==> src/inc/spc_pkg.sv <==
// package: register map, field positions, reset values and timing for the standby pin control block
package spc_pkg;
  localparam int unsigned SPC_PORT_W = 8;
  localparam int unsigned SPC_CLK_MHZ = 200;
  // register word offsets (byte addresses)
  localparam logic [3:0] SPC_OFS_DIR = 4'h0;
  localparam logic [3:0] SPC_OFS_DATA = 4'h4;
  localparam logic [3:0] SPC_OFS_PULLUP = 4'h8;
  localparam logic [3:0] SPC_OFS_SYSCTL = 4'hc;
  // system control fields
  localparam int unsigned SPC_SYS_ONCHIP_RAM_ENABLE_BIT = 0;
  localparam int unsigned SPC_SYS_SWSTBY_BIT = 1;
  localparam int unsigned SPC_SYS_SLEEP_BIT = 2;
  localparam int unsigned SPC_SYS_STATE_LSB = 4;
  localparam int unsigned SPC_SYS_SEQERR_BIT = 8;
  localparam int unsigned SPC_SYS_RAMOK_BIT = 9;
  localparam int unsigned SPC_SYS_W = 10;
  // reset values
  localparam logic [SPC_PORT_W-1:0] SPC_RST_DIR = 8'h00;
  localparam logic [SPC_PORT_W-1:0] SPC_RST_DATA = 8'h00;
  localparam logic [SPC_PORT_W-1:0] SPC_RST_PULLUP = 8'h00;
  localparam logic SPC_RST_ONCHIP_RAM_ENABLE = 1'b1;
  // entry ordering: init low at least this many clocks before standby low
  localparam int unsigned SPC_ENTRY_LEAD_CYC = 10;
  // exit lead time: init low about this long before standby high
  localparam int unsigned SPC_EXIT_LEAD_NS = 100;
  localparam int unsigned SPC_EXIT_LEAD_CYC = (SPC_EXIT_LEAD_NS * SPC_CLK_MHZ) / 1000;
  localparam int unsigned SPC_CNT_W = 8;
  typedef enum logic [1:0] {
    SPC_ST_RUN,
    SPC_ST_SLEEP,
    SPC_ST_SWSTBY,
    SPC_ST_HWSTBY
  } spc_state_e;
endpackage

==> src/rtl/spc_standby_pin_ctrl.sv <==
// standby pin state control: port pin drive, pull-ups and hardware standby sequencing
//
// Overview of operation
// - held input pin floats, pull-up per control bit
// - held output pin keeps its prior level in sleep; in software standby it takes its port data register level
// - direction bit sets pin mode; peripherals override
// - software standby resets peripherals, pins revert
`timescale 1ns/1ps
`default_nettype none
module spc_standby_pin_ctrl
  import spc_pkg::*;
(
  // clock and reset
  input wire logic clock_i,
  input wire logic sys_rst_i,
  // avalon-mm slave
  input wire logic [3:0] avs_address_i,
  input wire logic avs_read_i,
  input wire logic avs_write_i,
  input wire logic [31:0] avs_writedata_i,
  input wire logic [3:0] avs_byteenable_i,
  output logic [31:0] avs_readdata_o,
  output logic avs_waitrequest_o,
  // external control pins
  input wire logic system_init_n_i,
  input wire logic standby_pin_n_i,
  // on-chip peripheral claim of pins
  input wire logic [spc_pkg::SPC_PORT_W-1:0] periph_en_i,
  input wire logic [spc_pkg::SPC_PORT_W-1:0] periph_oe_i,
  input wire logic [spc_pkg::SPC_PORT_W-1:0] periph_out_i,
  // port pins
  input wire logic [spc_pkg::SPC_PORT_W-1:0] port_pin_i,
  output logic [spc_pkg::SPC_PORT_W-1:0] port_pin_o,
  output logic [spc_pkg::SPC_PORT_W-1:0] port_pin_oe_o,
  output logic [spc_pkg::SPC_PORT_W-1:0] pullup_en_o,
  // status
  output logic periph_init_o,
  output logic ram_retained_o,
  output logic [1:0] power_state_o
);
  logic init_n_s, standby_pin_n_n_s, init_n_d1_q, standby_pin_n_n_d1_q;
  logic [SPC_PORT_W-1:0] pin_s;
  logic [SPC_PORT_W-1:0] dir_q, data_q, pullup_q;
  logic onchip_ram_enable_q, swstby_req_q, sleep_req_q, seq_err_q, ram_ok_q;
  logic onchip_ram_enable_hold_q;
  logic [SPC_CNT_W-1:0] init_lead_q;
  logic [SPC_CNT_W-1:0] exit_lead_q;
  spc_state_e state_q;
  logic [SPC_PORT_W-1:0] hold_out_q, hold_oe_q;
  logic req_q;
  logic wake_pin_q;

  spc_sync2 #(.W(2), .RST_VAL(2'b11)) u_sync_ctl (
    .clock_i(clock_i),
    .sys_rst_i(sys_rst_i),
    .async_i({system_init_n_i, standby_pin_n_i}),
    .sync_o({init_n_s, standby_pin_n_n_s})
  );
  spc_sync2 #(.W(SPC_PORT_W), .RST_VAL('0)) u_sync_pin (
    .clock_i(clock_i),
    .sys_rst_i(sys_rst_i),
    .async_i(port_pin_i),
    .sync_o(pin_s)
  );

  function automatic logic [31:0] spc_merge(input logic [31:0] old_v, input logic [31:0] new_v,
                                             input logic [3:0] be);
    logic [31:0] r;
    r = old_v;
    for (int i = 0; i < 4; i++) begin
      if (be[i]) begin
        r[i*8 +: 8] = new_v[i*8 +: 8];
      end
    end
    return r;
  endfunction

  // bus: one wait cycle per access, so every access completes on the second edge
  logic acc;
  logic wr_go, rd_go;
  assign acc = avs_read_i | avs_write_i;
  assign wr_go = avs_write_i & req_q;
  assign rd_go = avs_read_i & ~req_q;
  always_ff @(posedge clock_i or posedge sys_rst_i) begin
    if (sys_rst_i) begin
      req_q <= 1'b0;
      avs_waitrequest_o <= 1'b1;
    end else begin
      req_q <= acc & ~req_q;
      avs_waitrequest_o <= ~(acc & ~req_q);
    end
  end

  logic [31:0] sys_rd;
  always_comb begin
    sys_rd = '0;
    sys_rd[SPC_SYS_ONCHIP_RAM_ENABLE_BIT] = onchip_ram_enable_q;
    sys_rd[SPC_SYS_SWSTBY_BIT] = swstby_req_q;
    sys_rd[SPC_SYS_SLEEP_BIT] = sleep_req_q;
    sys_rd[SPC_SYS_STATE_LSB +: 2] = state_q;
    sys_rd[SPC_SYS_SEQERR_BIT] = seq_err_q;
    sys_rd[SPC_SYS_RAMOK_BIT] = ram_ok_q;
  end

  // read data latched while waitrequest is high, stands at the completing edge
  always_ff @(posedge clock_i or posedge sys_rst_i) begin
    if (sys_rst_i) begin
      avs_readdata_o <= '0;
    end else if (rd_go) begin
      case (avs_address_i)
        SPC_OFS_DIR: avs_readdata_o <= {24'h000000, dir_q};
        SPC_OFS_DATA: avs_readdata_o <= {24'h000000, (dir_q & data_q) | (~dir_q & pin_s)};
        SPC_OFS_PULLUP: avs_readdata_o <= {24'h000000, pullup_q};
        SPC_OFS_SYSCTL: avs_readdata_o <= sys_rd;
        default: avs_readdata_o <= '0;
      endcase
    end
  end

  // port registers; reset by system init pin as well as by sys_rst_i
  logic [31:0] wv;
  always_comb begin
    wv = '0;
    case (avs_address_i)
      SPC_OFS_DIR: wv = spc_merge({24'h000000, dir_q}, avs_writedata_i, avs_byteenable_i);
      SPC_OFS_DATA: wv = spc_merge({24'h000000, data_q}, avs_writedata_i, avs_byteenable_i);
      SPC_OFS_PULLUP: wv = spc_merge({24'h000000, pullup_q}, avs_writedata_i, avs_byteenable_i);
      SPC_OFS_SYSCTL: wv = spc_merge(sys_rd, avs_writedata_i, avs_byteenable_i);
      default: wv = '0;
    endcase
  end

  always_ff @(posedge clock_i or posedge sys_rst_i) begin
    if (sys_rst_i) begin
      dir_q <= SPC_RST_DIR;
      data_q <= SPC_RST_DATA;
      pullup_q <= SPC_RST_PULLUP;
      onchip_ram_enable_q <= SPC_RST_ONCHIP_RAM_ENABLE;
    end else if (!init_n_s) begin
      dir_q <= SPC_RST_DIR;
      data_q <= SPC_RST_DATA;
      pullup_q <= SPC_RST_PULLUP;
      onchip_ram_enable_q <= SPC_RST_ONCHIP_RAM_ENABLE;
    end else if (wr_go) begin
      case (avs_address_i)
        SPC_OFS_DIR: dir_q <= wv[SPC_PORT_W-1:0];
        SPC_OFS_DATA: data_q <= wv[SPC_PORT_W-1:0];
        SPC_OFS_PULLUP: pullup_q <= wv[SPC_PORT_W-1:0];
        SPC_OFS_SYSCTL: onchip_ram_enable_q <= wv[SPC_SYS_ONCHIP_RAM_ENABLE_BIT];
        default: ;
      endcase
    end
  end

  // ram enable as software left it before init fell; init forces the live bit back to 1,
  // so the entry verdict must not read the live bit while init is low
  always_ff @(posedge clock_i or posedge sys_rst_i) begin
    if (sys_rst_i) begin
      onchip_ram_enable_hold_q <= SPC_RST_ONCHIP_RAM_ENABLE;
    end else if (init_n_s) begin
      onchip_ram_enable_hold_q <= onchip_ram_enable_q;
    end
  end

  // low-power requests are one-shot: cleared by the wake-up
  logic wake;
  assign wake = wake_pin_q;
  always_ff @(posedge clock_i or posedge sys_rst_i) begin
    if (sys_rst_i) begin
      swstby_req_q <= 1'b0;
      sleep_req_q <= 1'b0;
    end else if (!init_n_s || wake) begin
      swstby_req_q <= 1'b0;
      sleep_req_q <= 1'b0;
    end else if (wr_go && avs_address_i == SPC_OFS_SYSCTL) begin
      swstby_req_q <= wv[SPC_SYS_SWSTBY_BIT];
      sleep_req_q <= wv[SPC_SYS_SLEEP_BIT] & ~wv[SPC_SYS_SWSTBY_BIT];
    end
  end

  // an input pin at a level other than its data bit wakes from sleep or software standby
  always_ff @(posedge clock_i or posedge sys_rst_i) begin
    if (sys_rst_i) begin
      wake_pin_q <= 1'b0;
    end else begin
      wake_pin_q <= (state_q == SPC_ST_SLEEP || state_q == SPC_ST_SWSTBY) && |(~hold_oe_q & (pin_s ^ data_q));
    end
  end

  // edge tracking of the control pins
  always_ff @(posedge clock_i or posedge sys_rst_i) begin
    if (sys_rst_i) begin
      init_n_d1_q <= 1'b1;
      standby_pin_n_n_d1_q <= 1'b1;
    end else begin
      init_n_d1_q <= init_n_s;
      standby_pin_n_n_d1_q <= standby_pin_n_n_s;
    end
  end

  // counts clocks init has been low; saturates
  always_ff @(posedge clock_i or posedge sys_rst_i) begin
    if (sys_rst_i) begin
      init_lead_q <= '0;
    end else if (init_n_s) begin
      init_lead_q <= '0;
    end else if (init_lead_q != '1) begin
      init_lead_q <= init_lead_q + 1'b1;
    end
  end

  // counts clocks init has been low while standby still asserted, for exit check
  always_ff @(posedge clock_i or posedge sys_rst_i) begin
    if (sys_rst_i) begin
      exit_lead_q <= '0;
    end else if (init_n_s || standby_pin_n_n_s) begin
      exit_lead_q <= '0;
    end else if (exit_lead_q != '1) begin
      exit_lead_q <= exit_lead_q + 1'b1;
    end
  end

  // ram retention verdict on standby entry; error flag sticky until written 1 to clear
  logic standby_pin_n_fall, standby_pin_n_rise, entry_ok, exit_bad;
  assign standby_pin_n_fall = standby_pin_n_n_d1_q & ~standby_pin_n_n_s;
  assign standby_pin_n_rise = ~standby_pin_n_n_d1_q & standby_pin_n_n_s;
  assign entry_ok = (init_n_s ? onchip_ram_enable_q : onchip_ram_enable_hold_q)
                    || (!init_n_s && init_lead_q >= SPC_CNT_W'(SPC_ENTRY_LEAD_CYC));
  assign exit_bad = standby_pin_n_rise && (init_n_s || exit_lead_q < SPC_CNT_W'(SPC_EXIT_LEAD_CYC));
  always_ff @(posedge clock_i or posedge sys_rst_i) begin
    if (sys_rst_i) begin
      ram_ok_q <= 1'b1;
      seq_err_q <= 1'b0;
    end else begin
      if (standby_pin_n_fall) begin
        ram_ok_q <= entry_ok;
      end
      // with ram enable clear, init must have been low SPC_ENTRY_LEAD_CYC clocks when standby falls, else treated as bad entry
      if (standby_pin_n_fall && !entry_ok) begin
        seq_err_q <= 1'b1;
      end else if (exit_bad) begin
        seq_err_q <= 1'b1;
      end else if (wr_go && avs_address_i == SPC_OFS_SYSCTL && avs_byteenable_i[1]
                   && avs_writedata_i[SPC_SYS_SEQERR_BIT]) begin
        seq_err_q <= 1'b0;
      end
    end
  end

  // power state
  always_ff @(posedge clock_i or posedge sys_rst_i) begin
    if (sys_rst_i) begin
      state_q <= SPC_ST_RUN;
    end else begin
      case (state_q)
        SPC_ST_RUN: begin
          if (!standby_pin_n_n_s) begin
            state_q <= SPC_ST_HWSTBY;
          end else if (swstby_req_q) begin
            state_q <= SPC_ST_SWSTBY;
          end else if (sleep_req_q) begin
            state_q <= SPC_ST_SLEEP;
          end
        end
        SPC_ST_SLEEP, SPC_ST_SWSTBY: begin
          if (!standby_pin_n_n_s) begin
            state_q <= SPC_ST_HWSTBY;
          end else if (!init_n_s || wake) begin
            state_q <= SPC_ST_RUN;
          end
        end
        SPC_ST_HWSTBY: begin
          // leaving goes through reset: init is low here by the exit ordering
          if (standby_pin_n_n_s) begin
            state_q <= SPC_ST_RUN;
          end
        end
        default: state_q <= SPC_ST_RUN;
      endcase
    end
  end

  // live pin function in run state
  logic [SPC_PORT_W-1:0] run_oe, run_out, sw_oe, sw_out;
  assign run_oe = (periph_en_i & periph_oe_i) | (~periph_en_i & dir_q);
  assign run_out = (periph_en_i & periph_out_i) | (~periph_en_i & data_q);
  assign sw_oe = dir_q;
  assign sw_out = data_q;

  // snapshot taken as a low-power state is entered
  always_ff @(posedge clock_i or posedge sys_rst_i) begin
    if (sys_rst_i) begin
      hold_out_q <= '0;
      hold_oe_q <= '0;
    end else if (state_q == SPC_ST_RUN) begin
      hold_out_q <= swstby_req_q ? sw_out : run_out;
      hold_oe_q <= swstby_req_q ? sw_oe : run_oe;
    end
  end

  always_ff @(posedge clock_i or posedge sys_rst_i) begin
    if (sys_rst_i) begin
      port_pin_o <= '0;
      port_pin_oe_o <= '0;
      pullup_en_o <= '0;
      periph_init_o <= 1'b0;
    end else begin
      periph_init_o <= (state_q == SPC_ST_SWSTBY) || !init_n_s;
      case (state_q)
        SPC_ST_HWSTBY: begin
          port_pin_o <= '0;
          port_pin_oe_o <= '0;
          pullup_en_o <= '0;
        end
        SPC_ST_SLEEP, SPC_ST_SWSTBY: begin
          port_pin_o <= hold_out_q;
          port_pin_oe_o <= hold_oe_q;
          pullup_en_o <= ~hold_oe_q & pullup_q;
        end
        default: begin
          port_pin_o <= run_out;
          port_pin_oe_o <= run_oe;
          pullup_en_o <= ~run_oe & pullup_q;
        end
      endcase
    end
  end

  always_ff @(posedge clock_i or posedge sys_rst_i) begin
    if (sys_rst_i) begin
      ram_retained_o <= 1'b1;
      power_state_o <= 2'h0;
    end else begin
      ram_retained_o <= ram_ok_q;
      power_state_o <= state_q;
    end
  end

  // checks
  property p_hw_float;
    @(posedge clock_i) disable iff (sys_rst_i)
    state_q == SPC_ST_HWSTBY |=> port_pin_oe_o == '0 && pullup_en_o == '0;
  endproperty
  a_hw_float: assert property (p_hw_float) else $error("pins driven in hardware standby");

  property p_hold_level;
    @(posedge clock_i) disable iff (sys_rst_i)
    state_q == SPC_ST_SLEEP && $past(state_q) == SPC_ST_SLEEP |=> $stable(port_pin_o) && $stable(port_pin_oe_o);
  endproperty
  a_hold_level: assert property (p_hold_level) else $error("held output changed");

  property p_pullup_held;
    @(posedge clock_i) disable iff (sys_rst_i)
    state_q == SPC_ST_SWSTBY |=> pullup_en_o == (~port_pin_oe_o & pullup_q);
  endproperty
  a_pullup_held: assert property (p_pullup_held) else $error("held pull-up wrong");

  property p_dir_run;
    @(posedge clock_i) disable iff (sys_rst_i)
    state_q == SPC_ST_RUN && periph_en_i == '0 |=> port_pin_oe_o == $past(dir_q);
  endproperty
  a_dir_run: assert property (p_dir_run) else $error("pin direction mismatch");

  property p_swstby_revert;
    @(posedge clock_i) disable iff (sys_rst_i)
    state_q == SPC_ST_RUN && swstby_req_q && standby_pin_n_n_s ##1 state_q == SPC_ST_SWSTBY |=> port_pin_oe_o == $past(dir_q, 2)
      && periph_init_o;
  endproperty
  a_swstby_revert: assert property (p_swstby_revert) else $error("pins not reverted in software standby");
endmodule
`default_nettype wire

==> src/rtl/spc_sync2.sv <==
// two-flop synchroniser for a vector of pin inputs
`timescale 1ns/1ps
`default_nettype none
module spc_sync2 #(
  parameter int unsigned W = 1,
  parameter logic [W-1:0] RST_VAL = '0
) (
  // clock and reset
  input wire logic clock_i,
  input wire logic sys_rst_i,
  // async in, synced out
  input wire logic [W-1:0] async_i,
  output logic [W-1:0] sync_o
);
  logic [W-1:0] meta_q;
  always_ff @(posedge clock_i or posedge sys_rst_i) begin
    if (sys_rst_i) begin
      meta_q <= RST_VAL;
      sync_o <= RST_VAL;
    end else begin
      meta_q <= async_i;
      sync_o <= meta_q;
    end
  end
endmodule
`default_nettype wire

==> config.mk <==
export PLATFORM = sky130hd
export DESIGN_NAME = spc_standby_pin_ctrl
export DESIGN_NICKNAME = d
export VERILOG_FILES = /design/src/inc/spc_pkg.sv /design/src/rtl/spc_standby_pin_ctrl.sv /design/src/rtl/spc_sync2.sv
export SDC_FILE = /design/constraint.sdc
export NUM_CORES = 1
export LEC_CHECK = 0
export BUFFER_PORTS_ARGS = -buffer_cell sky130_fd_sc_hd__buf_2
export CAP_MARGIN = 10
export CORE_ASPECT_RATIO = 0.9
export CORE_MARGIN = 2
export CORE_UTILIZATION = 59
export DETAILED_ROUTE_END_ITERATION = 6
export PLACE_DENSITY = 0.91
export SETUP_SLACK_MARGIN = 0.4
export SYNTH_ARGS = -nofsm -noshare
export SYNTH_HDL_FRONTEND = slang
export SYNTH_SLANG_ARGS = --single-unit
export TNS_END_PERCENT = 5
==> constraint.sdc <==
create_clock -name clock_i -period 8.65 [get_ports clock_i]
set_input_delay 1.73 -clock clock_i [delete_from_list [all_inputs] [get_ports clock_i]]
set_output_delay 1.73 -clock clock_i [all_outputs]
set_load 0.02 [all_outputs]
## After elaboration in Yosys (flattened, before gate mapping)

Cells that the tools add are included.
Widths: inputs -> output; s select.

| storage, ports and cells | value |
|---|---|
| register bits | 148 |

| cells by class | value |
|---|---|
| $add $sub $neg | 2 |
| multiplexer cells | 42 |
| eq/ne operators | 16 |
| magnitude comparators | 2 |
| reduce and logical (&&, ||, !) cells | 28 |
| bitwise gates (word level) | 29 |

Operator list:

| operator | number |
|---|---|
| $mux 8 | 19 |
| $and 8x8->8 | 9 |
| $pmux 8 s2 | 3 |
| $pmux 10 s4 | 1 |
| $not 8->8 | 4 |
| $pmux 8 s4 | 1 |
| $or 8x8->8 | 3 |
| $add 8x1->8 const B | 2 |
| $ne 8x8->1 const B | 2 |
| $mux 2 | 6 |
| $mux 1 | 11 |
| $ne 2x2->1 const B | 5 |
| $eq 4x4->1 const B | 2 |
| $ge 8x4->1 const B | 1 |
| $lt 8x5->1 const B | 1 |
| $reduce_and 2->1 | 4 |
| $reduce_or 8->1 | 1 |
| $xor 8x8->8 | 1 |
| $logic_and 1x1->1 | 7 |
| $and 1x1->1 | 6 |
| $logic_or 1x1->1 | 6 |
| $pmux 2 s3 | 1 |
| $reduce_bool 2->1 | 3 |
| $not 1->1 | 5 |
| other kinds (13) | 15 |

## Longest topological paths before layout

| depth | value |
|---|---|
| depth after elaboration | 7 |
| depth in mapped cells | 7 |

## By module

From an unflattened synthesis, not the netlist that was laid out.

| unflattened totals | value |
|---|---|
| cell total of the unflattened synthesis | 607 |
| area total of the unflattened synthesis | 6211.0 µm² |

By module, submodules not included:

| module | cells an instance | area an instance (µm²) | instances |
|---|---|---|---|
| spc_standby_pin_ctrl | 585 | 5698.0 | 1 |
| spc_sync2 at u_sync_pin | 17 | 404.1 | 1 |
| spc_sync2 at u_sync_ctl | 5 | 108.9 | 1 |

## Worst setup path before layout

No wires, ideal clock.

| timing path | value |
|---|---|
| kind | input to register |
| start | in avs_address_i[3] |
| end | reg pullup_q[3] |
| required time | 8.525 ns |
| path slack | 5.730 ns |
| stages | 5 |
| data arrival time | 2.795 ns |
| cell sequence | buf_6 inv_1 or3_4 nand2_1 mux2_2 |

| between the ends | value |
|---|---|
| cells in the longest elaborated chain, start to end | 5 |
| elaborated cells on any way between the ends | 10 |

RTL lines:

| what | RTL line | source |
|---|---|---|
| start: declaration | spc_standby_pin_ctrl.sv:17 | `input wire logic [3:0] avs_address_i,` |
| $eq 4x4->1, or another cell as far along | spc_standby_pin_ctrl.sv:124 | `case (avs_address_i)` |
| $pmux 8 s4 | spc_standby_pin_ctrl.sv:124 |  |
| $mux 8 | spc_standby_pin_ctrl.sv:145 | `case (avs_address_i)` |
| $mux 8 | spc_standby_pin_ctrl.sv:144 | `end else if (wr_go) begin` |
| $mux 8 | spc_standby_pin_ctrl.sv:139 | `end else if (!init_n_s) begin` |
| end signal: assignment | spc_standby_pin_ctrl.sv:148 | `SPC_OFS_PULLUP: pullup_q <= wv[SPC_PORT_W-1:0];` |
| end: declaration | spc_standby_pin_ctrl.sv:43 | `logic [SPC_PORT_W-1:0] dir_q, data_q, pullup_q;` |

Several ways; a longest one is shown, not always the timed one. The select of a mux whose other input is x is not followed.
A chain may end at the register's enable or synchronous reset.

## Worst setup path in the final report

| timing path | value |
|---|---|
| start | in avs_address_i[2] |
| end | reg dir_q[7] |

| between the ends | value |
|---|---|
| cells in the longest elaborated chain, start to end | 5 |
| elaborated cells on any way between the ends | 10 |

RTL lines:

| what | RTL line | source |
|---|---|---|
| $eq 4x4->1, or another cell as far along | spc_standby_pin_ctrl.sv:124 |  |
| $pmux 8 s4 | spc_standby_pin_ctrl.sv:124 |  |
| $mux 8 | spc_standby_pin_ctrl.sv:145 |  |
| $mux 8 | spc_standby_pin_ctrl.sv:144 |  |
| $mux 8 | spc_standby_pin_ctrl.sv:139 |  |
| end signal: assignment | spc_standby_pin_ctrl.sv:146 | `SPC_OFS_DIR: dir_q <= wv[SPC_PORT_W-1:0];` |
| end: declaration | spc_standby_pin_ctrl.sv:43 |  |

Several ways; a longest one is shown, not always the timed one. The select of a mux whose other input is x is not followed.

==> results_dict.tcl <==
set metrics [dict create \
    die_height_um 101.4 \
    initial_core_util_pct 60.72 \
    cts.htree.levels 4 \
    grt_pass1_wl_um 25480 \
    ys_types 56 \
    synth_top_area_share_pct 46.65 \
    irDropWorstVdd_uv 209.4 \
    globalplace.congestion 0.9166 \
    powerDensity_mw_per_mm2 269.3 \
    ys_top_cells_by_count "dfrtp_1 (116), nand2_1 (86), mux2_2 (53)" \
    cts_setup_buffers 0 \
    crit_path_end_kind "flop" \
    clk_latency_ns 0.41 \
    n_antenna_cell 0 \
    rrSetupSlack_ns 6.28 \
    rsz0062_at_grt "no" \
    finalSetupTns_ns 0 \
    synth.area.top_cells "dfrtp_1 (47%), mux2_2 (9.6%), nand2_1 (5.2%), dfstp_2 (4.2%), o21ai_0 (3.0%)" \
    synth-seq-area-share_pct 50.87 \
    grt_use_total_pct 28.48 \
    yosys.area.top_type "dfrtp_1" \
    cp-start-kind "input port" \
    finish.utilization_pct 70.40 \
    synth_area_sq_mm 0.006222 \
    setup_viol 0 \
    antenna_found_initial 0 \
    finalMaxSlewViolations 0 \
    synth.most_common_cell "dfrtp_1" \
    dr.pass1.iters 6 \
    drc 0 \
    die_x_um 112.3 \
    drv_cap 0 \
    totalWireLength_um 15930 \
    vias_per_cell 6.221 \
    boundaryPins 139 \
    clkSlewWorstSetupHoldPaths_ns 0.06 \
    hold_viol_final 0 \
    hp-class "reg2reg" \
    yosysWarnings 0 \
    drtIter0Drc 772 \
    cts_resized 0 \
    cts_hold_buf 0 \
    grt_pass1_vias 4985 \
    nNetsFinal 774 \
    ctsRootBufferMaster "clkbuf_16" \
    antenna_left 0 \
    syn_area_per_cell_sq_um 10.28 \
    dieArea_sq_mm 0.01139 \
    criticalPathCategory "in2reg" \
    grt-ovfl-total 0 \
    status "finished, final reports clean" \
    seqCellArea_sq_mm 0.003166 \
    routedWlPerCell_um 19.17 \
    fmax_mhz 309.6 \
    yosys_register_bits 126 \
    coreArea_sq_mm 0.01025 \
    worst_pin_slew_ns 1.059 \
    finalCriticalPeriod_ns 3.230 \
    finClkSkew_ns 0.009294 \
    syn_to_final_growth_pct 15.95 \
    cp.arrival_ns 3.57 \
    hpwlAfterDp_um 10320 \
    synth_edf_count 0 \
    rows 35 \
    cts.sinks 126 \
    io_buffer_count 91 \
    grt_max_degree 83 \
    multi_input_area_sq_mm 0.002778 \
    power.leakage_nw 3.361 \
    timing.slew.headroom_pct 29.41 \
    drive_gt1_share_pct 29.06 \
    nFillCells 697 \
    worst-path-max-fanout 30 \
    synthArstFlopShare_pct 100.0 \
    cts_tree "built" \
    synth_cells 605 \
    p_total_mw 1.943 \
    ys.flop_type "dfrtp_1" \
    dr_total_vias 5170 \
    cts-buffers-inserted 17 \
    critPathRequiredTime_ns 8.99 \
    whs_ns 0.3469 \
    cts_buffer_depth 2 \
    min_period_over_period_pct 37.34 \
]
==> cells in the final DEF, fill, tap and decap left out, types with 6 or more instances in the layout <==
master	instances
ha_1	7
o21ai_0	37
a31oi_1	14
dfstp_2	10
buf_2	91
inv_6	6
nor3b_1	9
inv_1	15
conb_1	22
nor2b_1	7
nand2b_1	7
dfrtp_1	116
a211oi_1	6
nand2_1	86
nor3_1	18
clkbuf_16	17
xnor2_1	10
and3_1	8
nand3_1	7
mux2_2	53
a21oi_1	31
nor2_1	42
==> flip-flops by register name, summed over array words and instances, names as in the netlist, 2 cells and up <==
name	count
data_q	8
power_state_o	2
init_lead_q	8
avs_readdata_o	10
port_pin_o	8
hold_oe_q	8
port_pin_oe_o	8
u_sync_ctl.sync_o	2
state_q	2
exit_lead_q	8
pullup_en_o	8
pullup_q	8
u_sync_pin.sync_o	8
hold_out_q	8
u_sync_ctl.meta_q	2
dir_q	8
u_sync_pin.meta_q	8
==> final cells by class <==
type,count,area share (%)
Inverter,16,0.8672
Clock buffer,17,5.897
Clock inverter,15,2.203
Timing Repair Buffer,92,6.417
Sequential cell,126,43.88
Tap cell,129,2.237
Multi-Input combinational cell,436,38.50
==> critical path: stages <==
cell      delay [ns]
buf_2           0.40
nor4b_4         0.57
a221oi_1        0.20
nor3_1          0.42
mux2_2          0.25
==> metrics by stage <==
step           instances  setup WS [ns]  area [sq um]
5_1_grt              831          5.347          7214
2_1_floorplan        626          3.581          6301
3_5_place_dp         799          5.149          6630
4_1_cts              831          5.504          7214
6_report             831          5.420          7214
3_3_place_gp         799          5.213          6630
==> worst paths after layout <==
check | cells after the start | startpoint | endpoint
worst min register to register | 0 | u_sync_pin.meta_q[1]$_DFF_PP0_ | u_sync_pin.sync_o[1]$_DFF_PP0_
worst max register to register | 5 | state_q[0]$_DFFE_PP0P_ | state_q[0]$_DFFE_PP0P_
min in group asynchronous | 2 | sys_rst_i | exit_lead_q[7]$_DFFE_PP0P_
max in group asynchronous | 3 | sys_rst_i | u_sync_pin.meta_q[3]$_DFF_PP0_
worst min-delay path | 0 | u_sync_pin.meta_q[1]$_DFF_PP0_ | u_sync_pin.sync_o[1]$_DFF_PP0_
worst max-delay path | 5 | avs_address_i[2] | dir_q[7]$_DFFE_PP0P_
==> where the power goes <==
group          internal, mW  total, mW  switching (mW)  leakage (nW)
Sequential            0.690      0.754          0.0644          1.62
Clock                 0.428      0.708           0.280         0.281
Combinational         0.181      0.481           0.300          1.46
==> per-layer routing <==
layer	up-vias	GRT usage, %	wire, um
met5	-	0	0
met4	0	12.66	369
met3	44	5.625	1700
met2	355	44.62	7358
met1	2502	39.27	6503
li1	2269	-	-
==> cell families (layout without fill, tap and decap cells) <==
kind of cell               Yosys count  count (layout)  share of synthesized area [%]
and+or+nand+nor                    205             205                          16.23
AOI/OAI and AO/OA                  133             133                          13.79
DFF                                126             126                          50.87
buffers and inverters               64             140                          5.751
muxes                               55              55                          9.914
xor gates and xnor gates            14              14                          1.971
adders and majority gates            7               7                          1.408
other                                1              22                        0.06027
(Power assumes the default switching activity.)
